[config.mk]
export PLATFORM = sky130hd
export DESIGN_NAME = asrp_result_port
export DESIGN_NICKNAME = d
export VERILOG_FILES = /design/src/asrp_pkg.sv /design/src/asrp_result_port.sv
export SDC_FILE = /design/constraint.sdc
export NUM_CORES = 1
export LEC_CHECK = 0
export ABC_AREA = 1
export BUFFER_PORTS_ARGS = -buffer_cell sky130_fd_sc_hd__buf_2
export CAP_MARGIN = 0
export CORE_ASPECT_RATIO = 0.8
export CORE_MARGIN = 2
export CORE_UTILIZATION = 50
export CTS_BUF_LIST = sky130_fd_sc_hd__clkbuf_8
export DETAILED_ROUTE_END_ITERATION = 10
export PLACE_DENSITY = 0.89
export SYNTH_ARGS = -nofsm -noshare
export SYNTH_HDL_FRONTEND = slang
export SYNTH_SLANG_ARGS = --single-unit
[constraint.sdc]
create_clock -name clk -period 1.6 [get_ports clk]
set_input_delay 0.32 -clock clk [delete_from_list [all_inputs] [get_ports clk]]
set_output_delay 0.32 -clock clk [all_outputs]
set_load 0.01 [all_outputs]
[src/asrp_pkg.sv]
// Constants and types for the serial result port of the converter.
// Assumes one 125 MHz clock; the converter core sits on the same clock.
package asrp_pkg;

	// ----------------------------------------
	// Widths and frame
	// ----------------------------------------
	localparam int         RES_W      = 18;
	localparam logic [4:0] FRAME_BITS = 5'h12;
	localparam int         SYNC_W     = 9;
	localparam int         SY_SER     = 8;
	localparam int         SY_COD     = 7;
	localparam int         SY_SCK     = 6;
	localparam int         SY_CHAIN   = 5;
	localparam int         PAR_LO     = 4;
	localparam int         PAR_HI     = 9;

	// ----------------------------------------
	// Register map
	// ----------------------------------------
	localparam logic [7:0] REG_CTRL  = 8'h00;
	localparam logic [7:0] REG_STAT  = 8'h04;
	localparam logic [7:0] REG_MASK  = 8'h08;
	localparam logic [7:0] REG_RSLT  = 8'h0C;
	localparam logic [7:0] REG_STATE = 8'h10;
	localparam int         CTRL_EN   = 0;
	localparam int         ST_DONE   = 0;
	localparam int         ST_ERR    = 1;
	localparam int         EV_W      = 2;

	typedef enum logic [1:0] {
		ASRP_IDLE = 2'h0,
		ASRP_MSH  = 2'h1,
		ASRP_SLV  = 2'h2
	} asrp_state_t;

	// Field order follows the pin order, lowest pin in the lowest bits.
	typedef struct packed {
		logic       readModeOrChainInput;
		logic       clockInvertSelect;
		logic       frameSyncPolarity;
		logic       clockSourceSelect;
		logic [1:0] clockDividerSelect;
	} asrp_cfg_t;

endpackage

[src/asrp_result_port.sv]
// Serial result port of a converter, with APB registers and interrupt.
// Assumes conversion strobes and results arrive on clk; pins are asynchronous.
//
// Our own choices: the register offsets and the APB slave port.
module asrp_result_port
	import asrp_pkg::*;
#(
	parameter int SCLK_HALF = 2
) (
	// Clock and reset
	input  wire logic               clk,
	input  wire logic               rst_b,
	input  wire logic               ce,
	// APB slave
	input  wire logic [7:0]         paddr,
	input  wire logic               psel,
	input  wire logic               penable,
	input  wire logic               pwrite,
	input  wire logic [31:0]        pwdata,
	output logic      [31:0]        prdata,
	output logic                    pready,
	output logic                    pslverr,
	output logic                    irq,
	// Converter core
	input  wire logic               convStart,
	input  wire logic               convDone,
	input  wire logic [RES_W-1:0]   convResult,
	// Straps
	input  wire logic               serialMode,
	input  wire logic               outputCodingSelect,
	// Shared configuration pins, parallel bits 4 to 9
	input  wire logic [5:0]         cfgPinIn,
	output logic      [5:0]         cfgPinOut,
	output logic      [5:0]         cfgPinOe,
	// Serial port
	input  wire logic               sclkIn,
	output logic                    sclkOut,
	output logic                    sclkOe,
	output logic                    resultSerialOutput,
	output logic                    frameSync,
	output logic                    incompleteReadFlag
);
	import asrp_pkg::*;

	// ----------------------------------------
	// Pin synchronisers
	// ----------------------------------------
	logic [SYNC_W-1:0] syncA;
	logic [SYNC_W-1:0] syncB;
	logic              sclkD;

	always_ff @(posedge clk or negedge rst_b) begin
		if (!rst_b) begin
			syncA <= '0;
			syncB <= '0;
			sclkD <= 1'b0;
		end else if (ce) begin
			syncA <= {serialMode, outputCodingSelect, sclkIn, cfgPinIn};
			syncB <= syncA;
			sclkD <= syncB[SY_SCK];
		end
	end

	asrp_cfg_t cfgNow;
	asrp_cfg_t cfgL;
	logic      serialOn;
	logic      chainIn;
	logic      extRise;
	logic      ctrlEn;

	assign cfgNow   = asrp_cfg_t'(syncB[5:0]);
	assign serialOn = syncB[SY_SER];
	assign chainIn  = syncB[SY_CHAIN];
	// The active edge of the host clock flips with the invert pin.
	assign extRise  = (syncB[SY_SCK] ^ cfgL.clockInvertSelect)
		& ~(sclkD ^ cfgL.clockInvertSelect);

	// ----------------------------------------
	// Result holding
	// ----------------------------------------
	logic [RES_W-1:0] resultReg;
	logic             haveResult;

	always_ff @(posedge clk or negedge rst_b) begin
		if (!rst_b) begin
			resultReg  <= '0;
			haveResult <= 1'b0;
		end else if (ce && convDone) begin
			resultReg  <= convResult;
			haveResult <= 1'b1;
		end
	end

	function automatic logic [RES_W-1:0] coded(input logic [RES_W-1:0] x);
		coded = x ^ {~syncB[SY_COD], {(RES_W - 1){1'b0}}};
	endfunction

	// ----------------------------------------
	// Serial engine
	// ----------------------------------------
	asrp_state_t      state;
	logic [RES_W-1:0] sh;
	logic [4:0]       cnt;
	logic [7:0]       half;
	logic [7:0]       halfLen;
	logic [1:0]       divEff;
	logic             ph;
	logic             doneEv;
	logic             startM;

	// Only master read-after-convert honours the divider pins.
	assign divEff  = (!cfgL.clockSourceSelect && !cfgL.readModeOrChainInput)
		? cfgL.clockDividerSelect : 2'h0;
	assign halfLen = 8'(SCLK_HALF) << divEff;
	assign startM  = cfgNow.readModeOrChainInput
		? (convStart && haveResult)
		: convDone;

	always_ff @(posedge clk or negedge rst_b) begin
		if (!rst_b) begin
			state              <= ASRP_IDLE;
			sh                 <= '0;
			cnt                <= '0;
			half               <= '0;
			ph                 <= 1'b0;
			cfgL               <= '0;
			sclkOut            <= 1'b0;
			sclkOe             <= 1'b0;
			frameSync          <= 1'b0;
			resultSerialOutput <= 1'b0;
			incompleteReadFlag <= 1'b0;
			doneEv             <= 1'b0;
		end else if (ce) begin
			incompleteReadFlag <= 1'b0;
			doneEv             <= 1'b0;
			case (state)
				ASRP_IDLE: begin
					ph        <= 1'b0;
					sclkOe    <= 1'b0;
					cfgL      <= cfgNow;
					sclkOut   <= cfgNow.clockInvertSelect;
					frameSync <= cfgNow.frameSyncPolarity;
					if (serialOn && ctrlEn && cfgNow.clockSourceSelect) begin
						state <= ASRP_SLV;
						cnt   <= FRAME_BITS;
					end else if (serialOn && ctrlEn && startM) begin
						state     <= ASRP_MSH;
						sh        <= coded(cfgNow.readModeOrChainInput ? resultReg : convResult);
						cnt       <= '0;
						half      <= '0;
						sclkOe    <= 1'b1;
						frameSync <= ~cfgNow.frameSyncPolarity;
					end
				end
				ASRP_MSH: begin
					half <= half + 8'h01;
					if (half == halfLen - 8'h01) begin
						half    <= '0;
						ph      <= ~ph;
						sclkOut <= ~ph ^ cfgL.clockInvertSelect;
						if (!ph) begin
							resultSerialOutput <= sh[RES_W-1];
							sh                 <= sh << 1;
							cnt                <= cnt + 5'h01;
						end else if (cnt == FRAME_BITS) begin
							state     <= ASRP_IDLE;
							sclkOe    <= 1'b0;
							frameSync <= cfgL.frameSyncPolarity;
							doneEv    <= 1'b1;
						end
					end
				end
				ASRP_SLV: begin
					sclkOe <= 1'b0;
					if (!serialOn || !ctrlEn || !cfgNow.clockSourceSelect) begin
						state <= ASRP_IDLE;
					end else if (convDone) begin
						// A half-read frame is dropped for the fresh result.
						if (cnt != 5'h00 && cnt < FRAME_BITS) begin
							incompleteReadFlag <= 1'b1;
						end
						sh  <= coded(convResult);
						cnt <= '0;
					end else if (extRise) begin
						resultSerialOutput <= sh[RES_W-1];
						sh                 <= {sh[RES_W-2:0], chainIn};
						if (cnt < FRAME_BITS) begin
							cnt <= cnt + 5'h01;
						end
						if (cnt == FRAME_BITS - 5'h01) begin
							doneEv <= 1'b1;
						end
					end
				end
				default: state <= ASRP_IDLE;
			endcase
		end
	end

	// ----------------------------------------
	// Parallel pin drive
	// ----------------------------------------
	always_ff @(posedge clk or negedge rst_b) begin
		if (!rst_b) begin
			cfgPinOut <= '0;
			cfgPinOe  <= '0;
		end else if (ce) begin
			cfgPinOut <= resultReg[PAR_HI:PAR_LO];
			cfgPinOe  <= {6{~serialOn}};
		end
	end

	// ----------------------------------------
	// APB registers and interrupt
	// ----------------------------------------
	logic [EV_W-1:0] stat;
	logic [EV_W-1:0] mask;
	logic [EV_W-1:0] next_stat;
	logic            acc;
	logic            hit;

	assign acc = psel && penable && pready;
	assign hit = paddr inside {REG_CTRL, REG_STAT, REG_MASK, REG_RSLT, REG_STATE};

	always_comb begin
		next_stat = stat;
		if (acc && pwrite && paddr == REG_STAT) begin
			next_stat = stat & ~pwdata[EV_W-1:0];
		end
		// Set wins over a clear in the same cycle.
		next_stat[ST_DONE] = next_stat[ST_DONE] | doneEv;
		next_stat[ST_ERR]  = next_stat[ST_ERR] | incompleteReadFlag;
	end

	always_ff @(posedge clk or negedge rst_b) begin
		if (!rst_b) begin
			pready  <= 1'b0;
			pslverr <= 1'b0;
			prdata  <= '0;
		end else if (ce) begin
			pready  <= psel && penable && !pready;
			pslverr <= psel && penable && !pready && !hit;
			if (psel && penable && !pready) begin
				case (paddr)
					REG_CTRL:  prdata <= 32'(ctrlEn);
					REG_STAT:  prdata <= 32'(stat);
					REG_MASK:  prdata <= 32'(mask);
					REG_RSLT:  prdata <= 32'(resultReg);
					REG_STATE: prdata <= 32'({serialOn, state, cnt});
					default:   prdata <= '0;
				endcase
			end
		end
	end

	always_ff @(posedge clk or negedge rst_b) begin
		if (!rst_b) begin
			ctrlEn <= 1'b0;
			mask   <= '0;
			stat   <= '0;
			irq    <= 1'b0;
		end else if (ce) begin
			stat <= next_stat;
			irq  <= |(next_stat & mask);
			if (acc && pwrite && paddr == REG_CTRL) begin
				ctrlEn <= pwdata[CTRL_EN];
			end
			if (acc && pwrite && paddr == REG_MASK) begin
				mask <= pwdata[EV_W-1:0];
			end
		end
	end
endmodule

# Yosys cells after proc, flatten, opt, wreduce, memory -nomap -nowiden
# Cells that the tools add are included.
[op_classes]
bitwise_logic = 16
n_eq_ne = 22
shift = 1
n_addsub = 3
n_reduce_logical = 44
n_lt_le_gt_ge = 1
mux = 67
[op_table]
columns = ["operator", "count"]
rows = [
  ["two-way mux 18 bit", 8],
  ["case mux 18 bit (5 select lines)", 1],
  ["case mux 18 bit (3 select lines)", 1],
  ["two-way mux 5 bit", 8],
  ["bitwise XOR 18 bit", 2],
  ["two-way mux 1 bit", 29],
  ["two-way mux 8 bit", 3],
  ["inequality test 2 bit (second input constant)", 10],
  ["equality test 8 x 4 -> 1 bit (second input constant)", 2],
  ["two-way mux 2 bit", 8],
  ["case mux 8 bit (2 select lines)", 1],
  ["AND reduction 8 bit", 2],
  ["logical AND 1 bit", 15],
  ["case mux 5 bit (3 select lines)", 1],
  ["equality test 5 bit (second input constant)", 2],
  ["case mux 1 bit (2 select lines)", 5],
  ["AND reduction 5 bit", 2],
  ["nonzero test 5 bit", 2],
  ["inequality test 3 bit (second input constant)", 3],
  ["adder 8 x 1 -> 8 bit (second input constant)", 1],
  ["equality test 8 x 3 -> 1 bit (second input constant)", 1],
  ["equality test 8 x 5 -> 1 bit (second input constant)", 1],
  ["equality test 8 bit", 1],
  ["logical NOT 8 bit", 1],
  ["25 further kinds", 44],
]
[word_totals]
input_bits = 75
wordCells = 184
regBits = 131

# Depth between registers and ports, before layout
# Gate-level depths: netlist of the first run.
[logic_depth]
word_depth = 8
mapped_depth = 11
ltp_nobuf = 11

# Worst setup path after synthesis of the first run
# OpenSTA, ideal clock, no wires.
[synth_path]
path_kind = "register to register"
startpoint = "register state[0]"
endpoint = "register cnt[2]"
path_stages_with_launch = 9
arrival_time_ns = 1.648
path_buffers = 2
slack_ns = -0.113
period_less_slack_ns = 1.713
t_required_ns = 1.535
path_cell_list = "dfrtp_1 inv_1 ha_1 clkbuf_1 clkbuf_1 nand2_1 nor3b_1 nand4_1 nand2_1"
[synth_between]
elab_chain_len = 3
[synth_rtl]
columns = ["item", "line", "source"]
rows = [
  ["start: declaration", "asrp_result_port.sv:101", "asrp_state_t state;"],
  ["start signal: assignment", "asrp_result_port.sv:121", "state <= ASRP_IDLE;"],
  ["start signal: assignment", "asrp_result_port.sv:144", "state <= ASRP_SLV;"],
  ["start signal: assignment", "asrp_result_port.sv:147", "state <= ASRP_MSH;"],
  ["equality test 2 bit, or another cell as far along", "asrp_result_port.sv:136", "case (state)"],
  ["inequality test 3 bit (no source line), or another cell as far along", "n/a", ""],
  ["AND reduction 8 bit (no source line)", "n/a", ""],
  ["end signal: assignment", "asrp_result_port.sv:164", "cnt <= cnt + 5'h01;"],
  ["end signal: assignment", "asrp_result_port.sv:188", "cnt <= cnt + 5'h01;"],
  ["end: declaration", "asrp_result_port.sv:103", "logic [4:0] cnt;"],
]
# Parallel ways exist; a longest one is shown, timed or not.
# A chain may end at the register's enable or synchronous reset.

# Worst setup path in the final report of the first run
[layout_path]
startpoint = "register cfgL[2] (netlist name)"
endpoint = "register doneEv"
[layout_between]
elab_chain_len = 8
[layout_rtl]
columns = ["item", "line", "source"]
rows = [
  ["start: declaration", "asrp_result_port.sv:65", "asrp_cfg_t cfgL;"],
  ["start signal: assignment", "asrp_result_port.sv:140", "cfgL <= cfgNow;"],
  ["logical NOT 1 bit", "asrp_result_port.sv:112", "assign divEff = (!cfgL.clockSourceSelect && !cfgL.readModeOrChainInput)"],
  ["logical AND 1 bit", "asrp_result_port.sv:112", ""],
  ["two-way mux 2 bit", "asrp_result_port.sv:113", "? cfgL.clockDividerSelect : 2'h0;"],
  ["<< shifter 2 x 2 -> 8 bit", "asrp_result_port.sv:114", "assign halfLen = 8'(SCLK_HALF) << divEff;"],
  ["subtractor 8 x 1 -> 8 bit", "asrp_result_port.sv:157", "if (half == halfLen - 8'h01) begin"],
  ["equality test 8 bit", "asrp_result_port.sv:157", ""],
  ["two-way mux 1 bit", "asrp_result_port.sv:157", ""],
  ["case mux 1 bit (2 select lines)", "asrp_result_port.sv:136", ""],
  ["end signal: assignment", "asrp_result_port.sv:132", "doneEv <= 1'b0;"],
  ["end signal: assignment", "asrp_result_port.sv:135", "doneEv <= 1'b0;"],
  ["end signal: assignment", "asrp_result_port.sv:169", "doneEv <= 1'b1;"],
  ["end: declaration", "asrp_result_port.sv:108", "logic doneEv;"],
]
# No other way between the ends.

==> results of run 1 <==
worst max-delay path, delay by kind of cell, from the launching register on:
family	cells	cell delay (ps)
flip-flops	1	400
buffers and inverters	3	360
AO/OA/AOI/OAI	2	250
AND/OR/NAND/NOR	7	770
cell type report:
type                       instances  share of cell area, %
timing repair buffer             158                   15.0
sequential                       117                   37.1
clock inverter                     8                   1.24
inverter                          86                   4.09
multi-input combinational        542                   36.1
clock buffer                      23                   4.01
tap                              152                   2.41
cell usage after synthesis, drive strengths merged:
library cell  number  area share, %
o21ai             91            7.5
o22ai              8           0.81
o221ai             1           0.14
clkbuf            23            1.4
xnor2              1           0.14
nand3             44            3.6
o211ai            17            2.1
nor3               5           0.49
nand4             36            4.1
conb               1          0.061
o31ai              5           0.61
o41ai              1           0.14
o21a               3           0.36
nor2              39            2.8
buf               31            3.5
or2                1           0.10
dfrtp            117             47
a21oi             23            1.9
a31o               1           0.14
xor2               6           0.85
nand2            236             15
inv               86            5.2
ha                 9            1.8
nor3b              1           0.12
layout by cell type, fill, tap and decap left out, types with 2 or more instances in the layout:
| cell | count |
|---|---|
| a21oi_1 | 18 |
| a21oi_2 | 4 |
| buf_12 | 11 |
| buf_2 | 81 |
| buf_4 | 57 |
| buf_6 | 6 |
| bufinv_16 | 2 |
| clkbuf_8 | 23 |
| clkinv_2 | 2 |
| clkinvlp_4 | 2 |
| conb_1 | 14 |
| dfrtp_1 | 116 |
| ha_1 | 6 |
| ha_4 | 3 |
| inv_1 | 78 |
| inv_2 | 9 |
| nand2_1 | 217 |
| nand2_2 | 15 |
| nand2_4 | 3 |
| nand3_1 | 39 |
| nand3_2 | 4 |
| nand4_1 | 34 |
| nand4_4 | 2 |
| nor2_1 | 31 |
| nor2_2 | 5 |
| nor2_4 | 2 |
| nor3_1 | 4 |
| o211ai_1 | 17 |
| o21a_1 | 3 |
| o21ai_0 | 83 |
| o21ai_1 | 3 |
| o21ai_2 | 4 |
| o22ai_1 | 8 |
| o31ai_1 | 5 |
| xor2_1 | 6 |
power groups by stage:
stage	logic [uW]	registers [uW]	clock network, uW
final	4570	3900	2840
after global routing	4920	3960	2990
after CTS	4180	3860	2850
after floorplan	2220	3830	0
after detailed placement	3510	3880	0
after global placement	3400	3870	0
through the flow:
step                      cells  TNS [ps]  hold slack, ps  worst slack, ps
after floorplan             799     -2.03            24.4            -1.78
after global placement     1040      -140             258            -48.8
after detailed placement   1040     -1500             261             -108
after CTS                  1081     -3940            65.7             -156
after global routing       1086     -9010            70.9             -311
final                      1086     -6580            80.9             -270
repair_timing:
action | CTS | global route
endpoints found under the setup margin | 36 | 37
pin swaps | 4 | 17
buffers inserted | 6 | 9
hold buffers | 1 | 0
gates cloned | 3 | 1
gates resized for setup | 30 | 25
endpoints found under the hold margin | 23 | 0
metal layers:
metal  part of all wire, %  wire (um)
met1                    41       7280
met5                     0          0
met3                    11       1910
met2                    46       8230
met4                   2.8        511
registers in the layout (all words and copies together), names as in the netlist, 2 cells and up:
signal / flops
cfgL: 6
cfgPinOut: 6
cnt: 5
half: 8
mask: 2
prdata: 18
resultReg: 18
sh: 18
stat: 2
state: 2
syncA: 9
syncB: 9
cells by family after synthesis:
logic type	Yosys count	share of synthesized area, %
AO/OA/AOI/OAI	150	13.7
XOR/XNOR	7	0.993
adder cells (fa/ha/maj)	9	1.82
buffers and inverters	140	10.1
flip-flops	117	47.4
other	1	0.0607
AND/OR/NAND/NOR	362	25.9
worst max path at each step:
stage,start,end,slack [ps],cells after the start
3_5_place_dp,cfgL[5]$_DFFE_PN0P_,state[1]$_DFFE_PN0P_,-110,10
4_1_cts,cfgL[2]$_DFFE_PN0P_,sh[7]$_DFFE_PN0P_,-160,10
6_report,cfgL[2]$_DFFE_PN0P_,doneEv$_DFFE_PN0P_,-270,12
3_3_place_gp,cfgL[5]$_DFFE_PN0P_,state[1]$_DFFE_PN0P_,-50,10
5_1_grt,cfgL[5]$_DFFE_PN0P_,doneEv$_DFFE_PN0P_,-310,12
2_1_floorplan,state[0]$_DFFE_PN0P_,resultSerialOutput$_DFFE_PN0P_,-2,10
==> impl_metrics.ini, run 1 <==
[outcome]
outcome = finished, violations left
violations = setup timing

[clock_tree]
cts_tree = yes
clock_sinks = 117
cts-root-buf = clkbuf_8
clk_pin_slew_ps = 70
numCtsBuffers = 17
clock_latency_ps = 440
cts_max_path_buffers = 2
cts_max_level = 4

[pwr]
switching_share_pct = 37.5
p_leak_uw = 0.00401
p_int_uw = 7060
power.switching_uw = 4240
power_uw = 11300
power_density_mw_per_mm2 = 1430
ir_worst_vdd_uv = 724
seqPwrFrac_pct = 34.5
combPwrFrac_pct = 40.4
p_clk_share_pct = 25.1

[layout]
fill_cells = 880
antenna_cells = 0
drive_gt1_share_pct = 26.4
seqCellArea_mm2 = 0.00293
multi_input_area_mm2 = 0.00286
design_area_mm2 = 0.00790
nNetsFinal = 1006
syn2layout_area_growth_pct = 27.9
final_util_pct = 65.2

[worst_setup_path]
critPathArrivalTime_ps = 2230
endpoint_kind = register
worstPathMaxFanout = 3
critPathMaxStageDelay_ps = 400
rr_endpoint = doneEv$_DFFE_PN0P_
path_cells = nor2_2 -> nand2_1 -> nand2_1 -> nand2_1 -> nor2_2 -> nand3_4 -> buf_4 -> buf_6 -> buf_6 -> o21ai_2 -> nand3_1 -> o21ai_1
crit_top_cell = nand2_1
start_kind = register
reg2reg_slack_ps = -270
timing.rr.start = cfgL[2]$_DFFE_PN0P_
cp.required_ps = 1960
rr_worst_depth = 12
cp_slowest_cell = dfrtp_1
critPathKind = register to register

[die]
die_h_um = 103
die_area_mm2 = 0.0133
start_util_pct = 51.0
die_w_um = 128
pin_count = 127
rows = 36
coreArea_mm2 = 0.0121

[min_path]
holdPathEnd = syncA[2]$_DFFE_PN0P_
whs_path_depth = 3
hold_class = input pin to register
min-delay-start = cfgPinIn[2]

[place]
placed_area_mm2 = 0.00712
dp_hpwl_mm = 11.4
gp_congestion = 0.885
port_buffers = 82

[sta]
fin_crit_sh_pct = 117
skew_ps = 13.2
period_needed_ps = 1870
slew_viol_final = 0
worst_slack_ps = -270
rsz0062_at_grt = true
setup_viol = 36
fmax_mhz = 535
hold_violations = 0

[grt]
first_global_vias = 5547
antenna_found_initial = 0
grt_first_pass_wirelength_mm = 27.7
gr-total-overflow = 0
grt_use_met1_pct = 36.3
grt_usage_pct = 27.1
top_usage_layer = met2
grt_max_degree = 40
use_met3_pct = 6.79
grt_use_met2_pct = 42.2

[synth]
syn_inst = 786
avgSynthCellArea_um2 = 7.86
ys_seq_area_share_pct = 47.4
synth_area_mm2 = 0.00617
ys_warn_count = 0
ys_ff_latch = 117
ys_types = 38

[detailed_routing]
first_pass_iters = 8
post_drt_wl_per_cell_um = 16.5
vias = 6064
drt_first_iter_violations = 627
route.detailed.drc = 0
avgViaCountPerCell = 5.58
drt-total-wl_mm = 17.9
drtAntennaViolNets = 0

[flow_run]
maxCapViolations = 0
(Power assumes the default switching activity.)
==> inputs of run 2 (changes only) <==
CORE_MARGIN = unset   (was 2)
==> impl_metrics.ini, run 2 (synthesis results as in run 1) <==
[worst_setup_path]
timing.rr.start = cfgL[5]$_DFFE_PN0P_
critPathArrivalTime_ps = 2340
cp_slowest_cell = dfrtp_1
endpoint_kind = register
critPathKind = register to register
path_cells = nor2_4 -> nand2_2 -> nand2_1 -> nand2_2 -> nor2_4 -> nand3_4 -> a21oi_4 -> buf_6 -> buf_6 -> nand4_1 -> nand2_1
worstPathMaxFanout = 6
critPathTopFamily = simple AND/OR/NAND/NOR gates
critPathMaxStageDelay_ps = 420
cp.required_ps = 1980
critPathBufInv = 2
crit_start = cfgL[5]$_DFFE_PN0P_
start_kind = register

[layout]
final_common_cell = nand2_1
nNetsFinal = 1009
fill_cells = 847
final_cell_mix = 220 x nand2_1, 115 x dfrtp_1, 81 x buf_2
drive_gt1_share_pct = 27.5
syn2layout_area_growth_pct = 28.3
antenna_cells = 0
final_util_pct = 67.2
top_regs = prdata: 18 flops, resultReg: 18 flops, sh: 18 flops
final_cells = 1086

[place]
dp_cells = 1042
dp_hpwl_mm = 11.4
port_buffers = 82
gp_congestion = 0.901

[sta]
setup_viol = 36
hold_violations = 0
slew_viol_final = 0
skew_ps = 15.3
fin_crit_sh_pct = 122
worst_slack_ps = -359
rsz0062_at_grt = true
period_needed_ps = 1960
fmax_mhz = 511

[pwr]
ir_worst_vdd_uv = 720
power_uw = 11600
p_int_uw = 7140
p_leak_uw = 0.00401
seqPwrFrac_pct = 33.9
p_clk_share_pct = 27.1
power.switching_uw = 4440
switching_share_pct = 38.4
combPwrFrac_pct = 39.0
power_density_mw_per_mm2 = 1460

[detailed_routing]
avgViaCountPerCell = 5.74
route.detailed.drc = 0
vias = 6235
drtAntennaViolNets = 0
first_pass_iters = 7
drt_first_iter_violations = 812
post_drt_wl_per_cell_um = 17.4
drt-total-wl_mm = 18.9

[min_path]
hold_class = input pin to register
min-delay-start = cfgPinIn[4]

[clock_tree]
clk_pin_slew_ps = 80
cts_max_level = 4
clock_latency_ps = 450
numCtsBuffers = 17
cts_tree = yes
cts_max_path_buffers = 2
cts-root-buf = clkbuf_8
clock_sinks = 117

[die]
die_area_mm2 = 0.0128
die_h_um = 101
coreArea_mm2 = 0.0118
rows = 35
die_w_um = 126
pin_count = 127
start_util_pct = 52.4

[grt]
grt_usage_pct = 28.6
gr-total-overflow = 0
antenna_found_initial = 0
grt_max_degree = 59
first_global_vias = 5792
grt_first_pass_wirelength_mm = 28.4

[flow_run]
maxCapViolations = 0

[outcome]
violations = setup timing
outcome = finished, violations left
==> run 2: worst paths after layout <==
check | endpoint | slack (ps) | depth (start not counted)
worst max-delay path | sh[4]$_DFFE_PN0P_ | -360 | 11
worst min-delay path | syncA[4]$_DFFE_PN0P_ | 80 | 3
worst max register to register | sh[4]$_DFFE_PN0P_ | -360 | 11
worst min register to register | syncA[2]$_DFFE_PN0P_ | 480 | 2
max in group asynchronous | prdata[16]$_DFFE_PN0P_ | 660 | 3
min in group asynchronous | sh[5]$_DFFE_PN0P_ | 330 | 2
==> run 2: power by group through the flow <==
stage / registers, uW / logic, uW / clock network [uW]
2_1_floorplan: 3830 / 2220 / 0
5_1_grt: 3970 / 4840 / 3290
6_report: 3920 / 4510 / 3140
4_1_cts: 3860 / 3800 / 3140
3_3_place_gp: 3850 / 3390 / 0
3_5_place_dp: 3890 / 3490 / 0
==> run 2: worst register-to-register path: cells and delay by family, from the launching register on <==
kind | cells | cell delay, ps
and+or+nand+nor | 8 | 980
DFF | 1 | 420
buffers and inverters | 2 | 310
AOI/OAI and AO/OA | 1 | 190
==> run 2: layout make-up <==
class / instances / area [um^2] / area share [%]
tap: 148 / 185 / 2.34
clock buffer: 19 / 262 / 3.30
sequential: 117 / 2930 / 37.0
clock inverter: 13 / 195 / 2.46
inverter: 86 / 330 / 4.17
multi-input combinational: 542 / 2860 / 36.1
timing repair buffer: 161 / 1160 / 14.6
==> run 2: what timing repair did <==
action,4_1_cts,5_1_grt
hold buffers,1,0
endpoints found under the hold margin,21,0
buffers inserted,4,4
endpoints found under the setup margin,37,39
pin swaps,4,12
resized for setup,28,41
gates cloned,0,3
==> run 2: stage by stage <==
stage	setup WS (ps)	hold slack (ps)	instance area, um^2	setup TNS, ps
2_1_floorplan	-1.78	24.4	6260	-2.03
6_report	-359	79.7	7920	-5840
4_1_cts	-57.7	72.0	7710	-328
3_3_place_gp	-74.6	239	7120	-889
3_5_place_dp	-184	243	7120	-3250
5_1_grt	-398	72.9	7920	-8240
==> run 2: per-layer routing <==
metal  routed length, um  GRT usage, %  part of all wire, %  up-vias
met5                   0             0                    0        -
met4                 937          11.1                  4.9        0
li1                    -             -                    -     2830
met2                8650          45.4                   46      401
met1                7540          38.3                   40     2899
met3                1830          6.92                  9.6      105
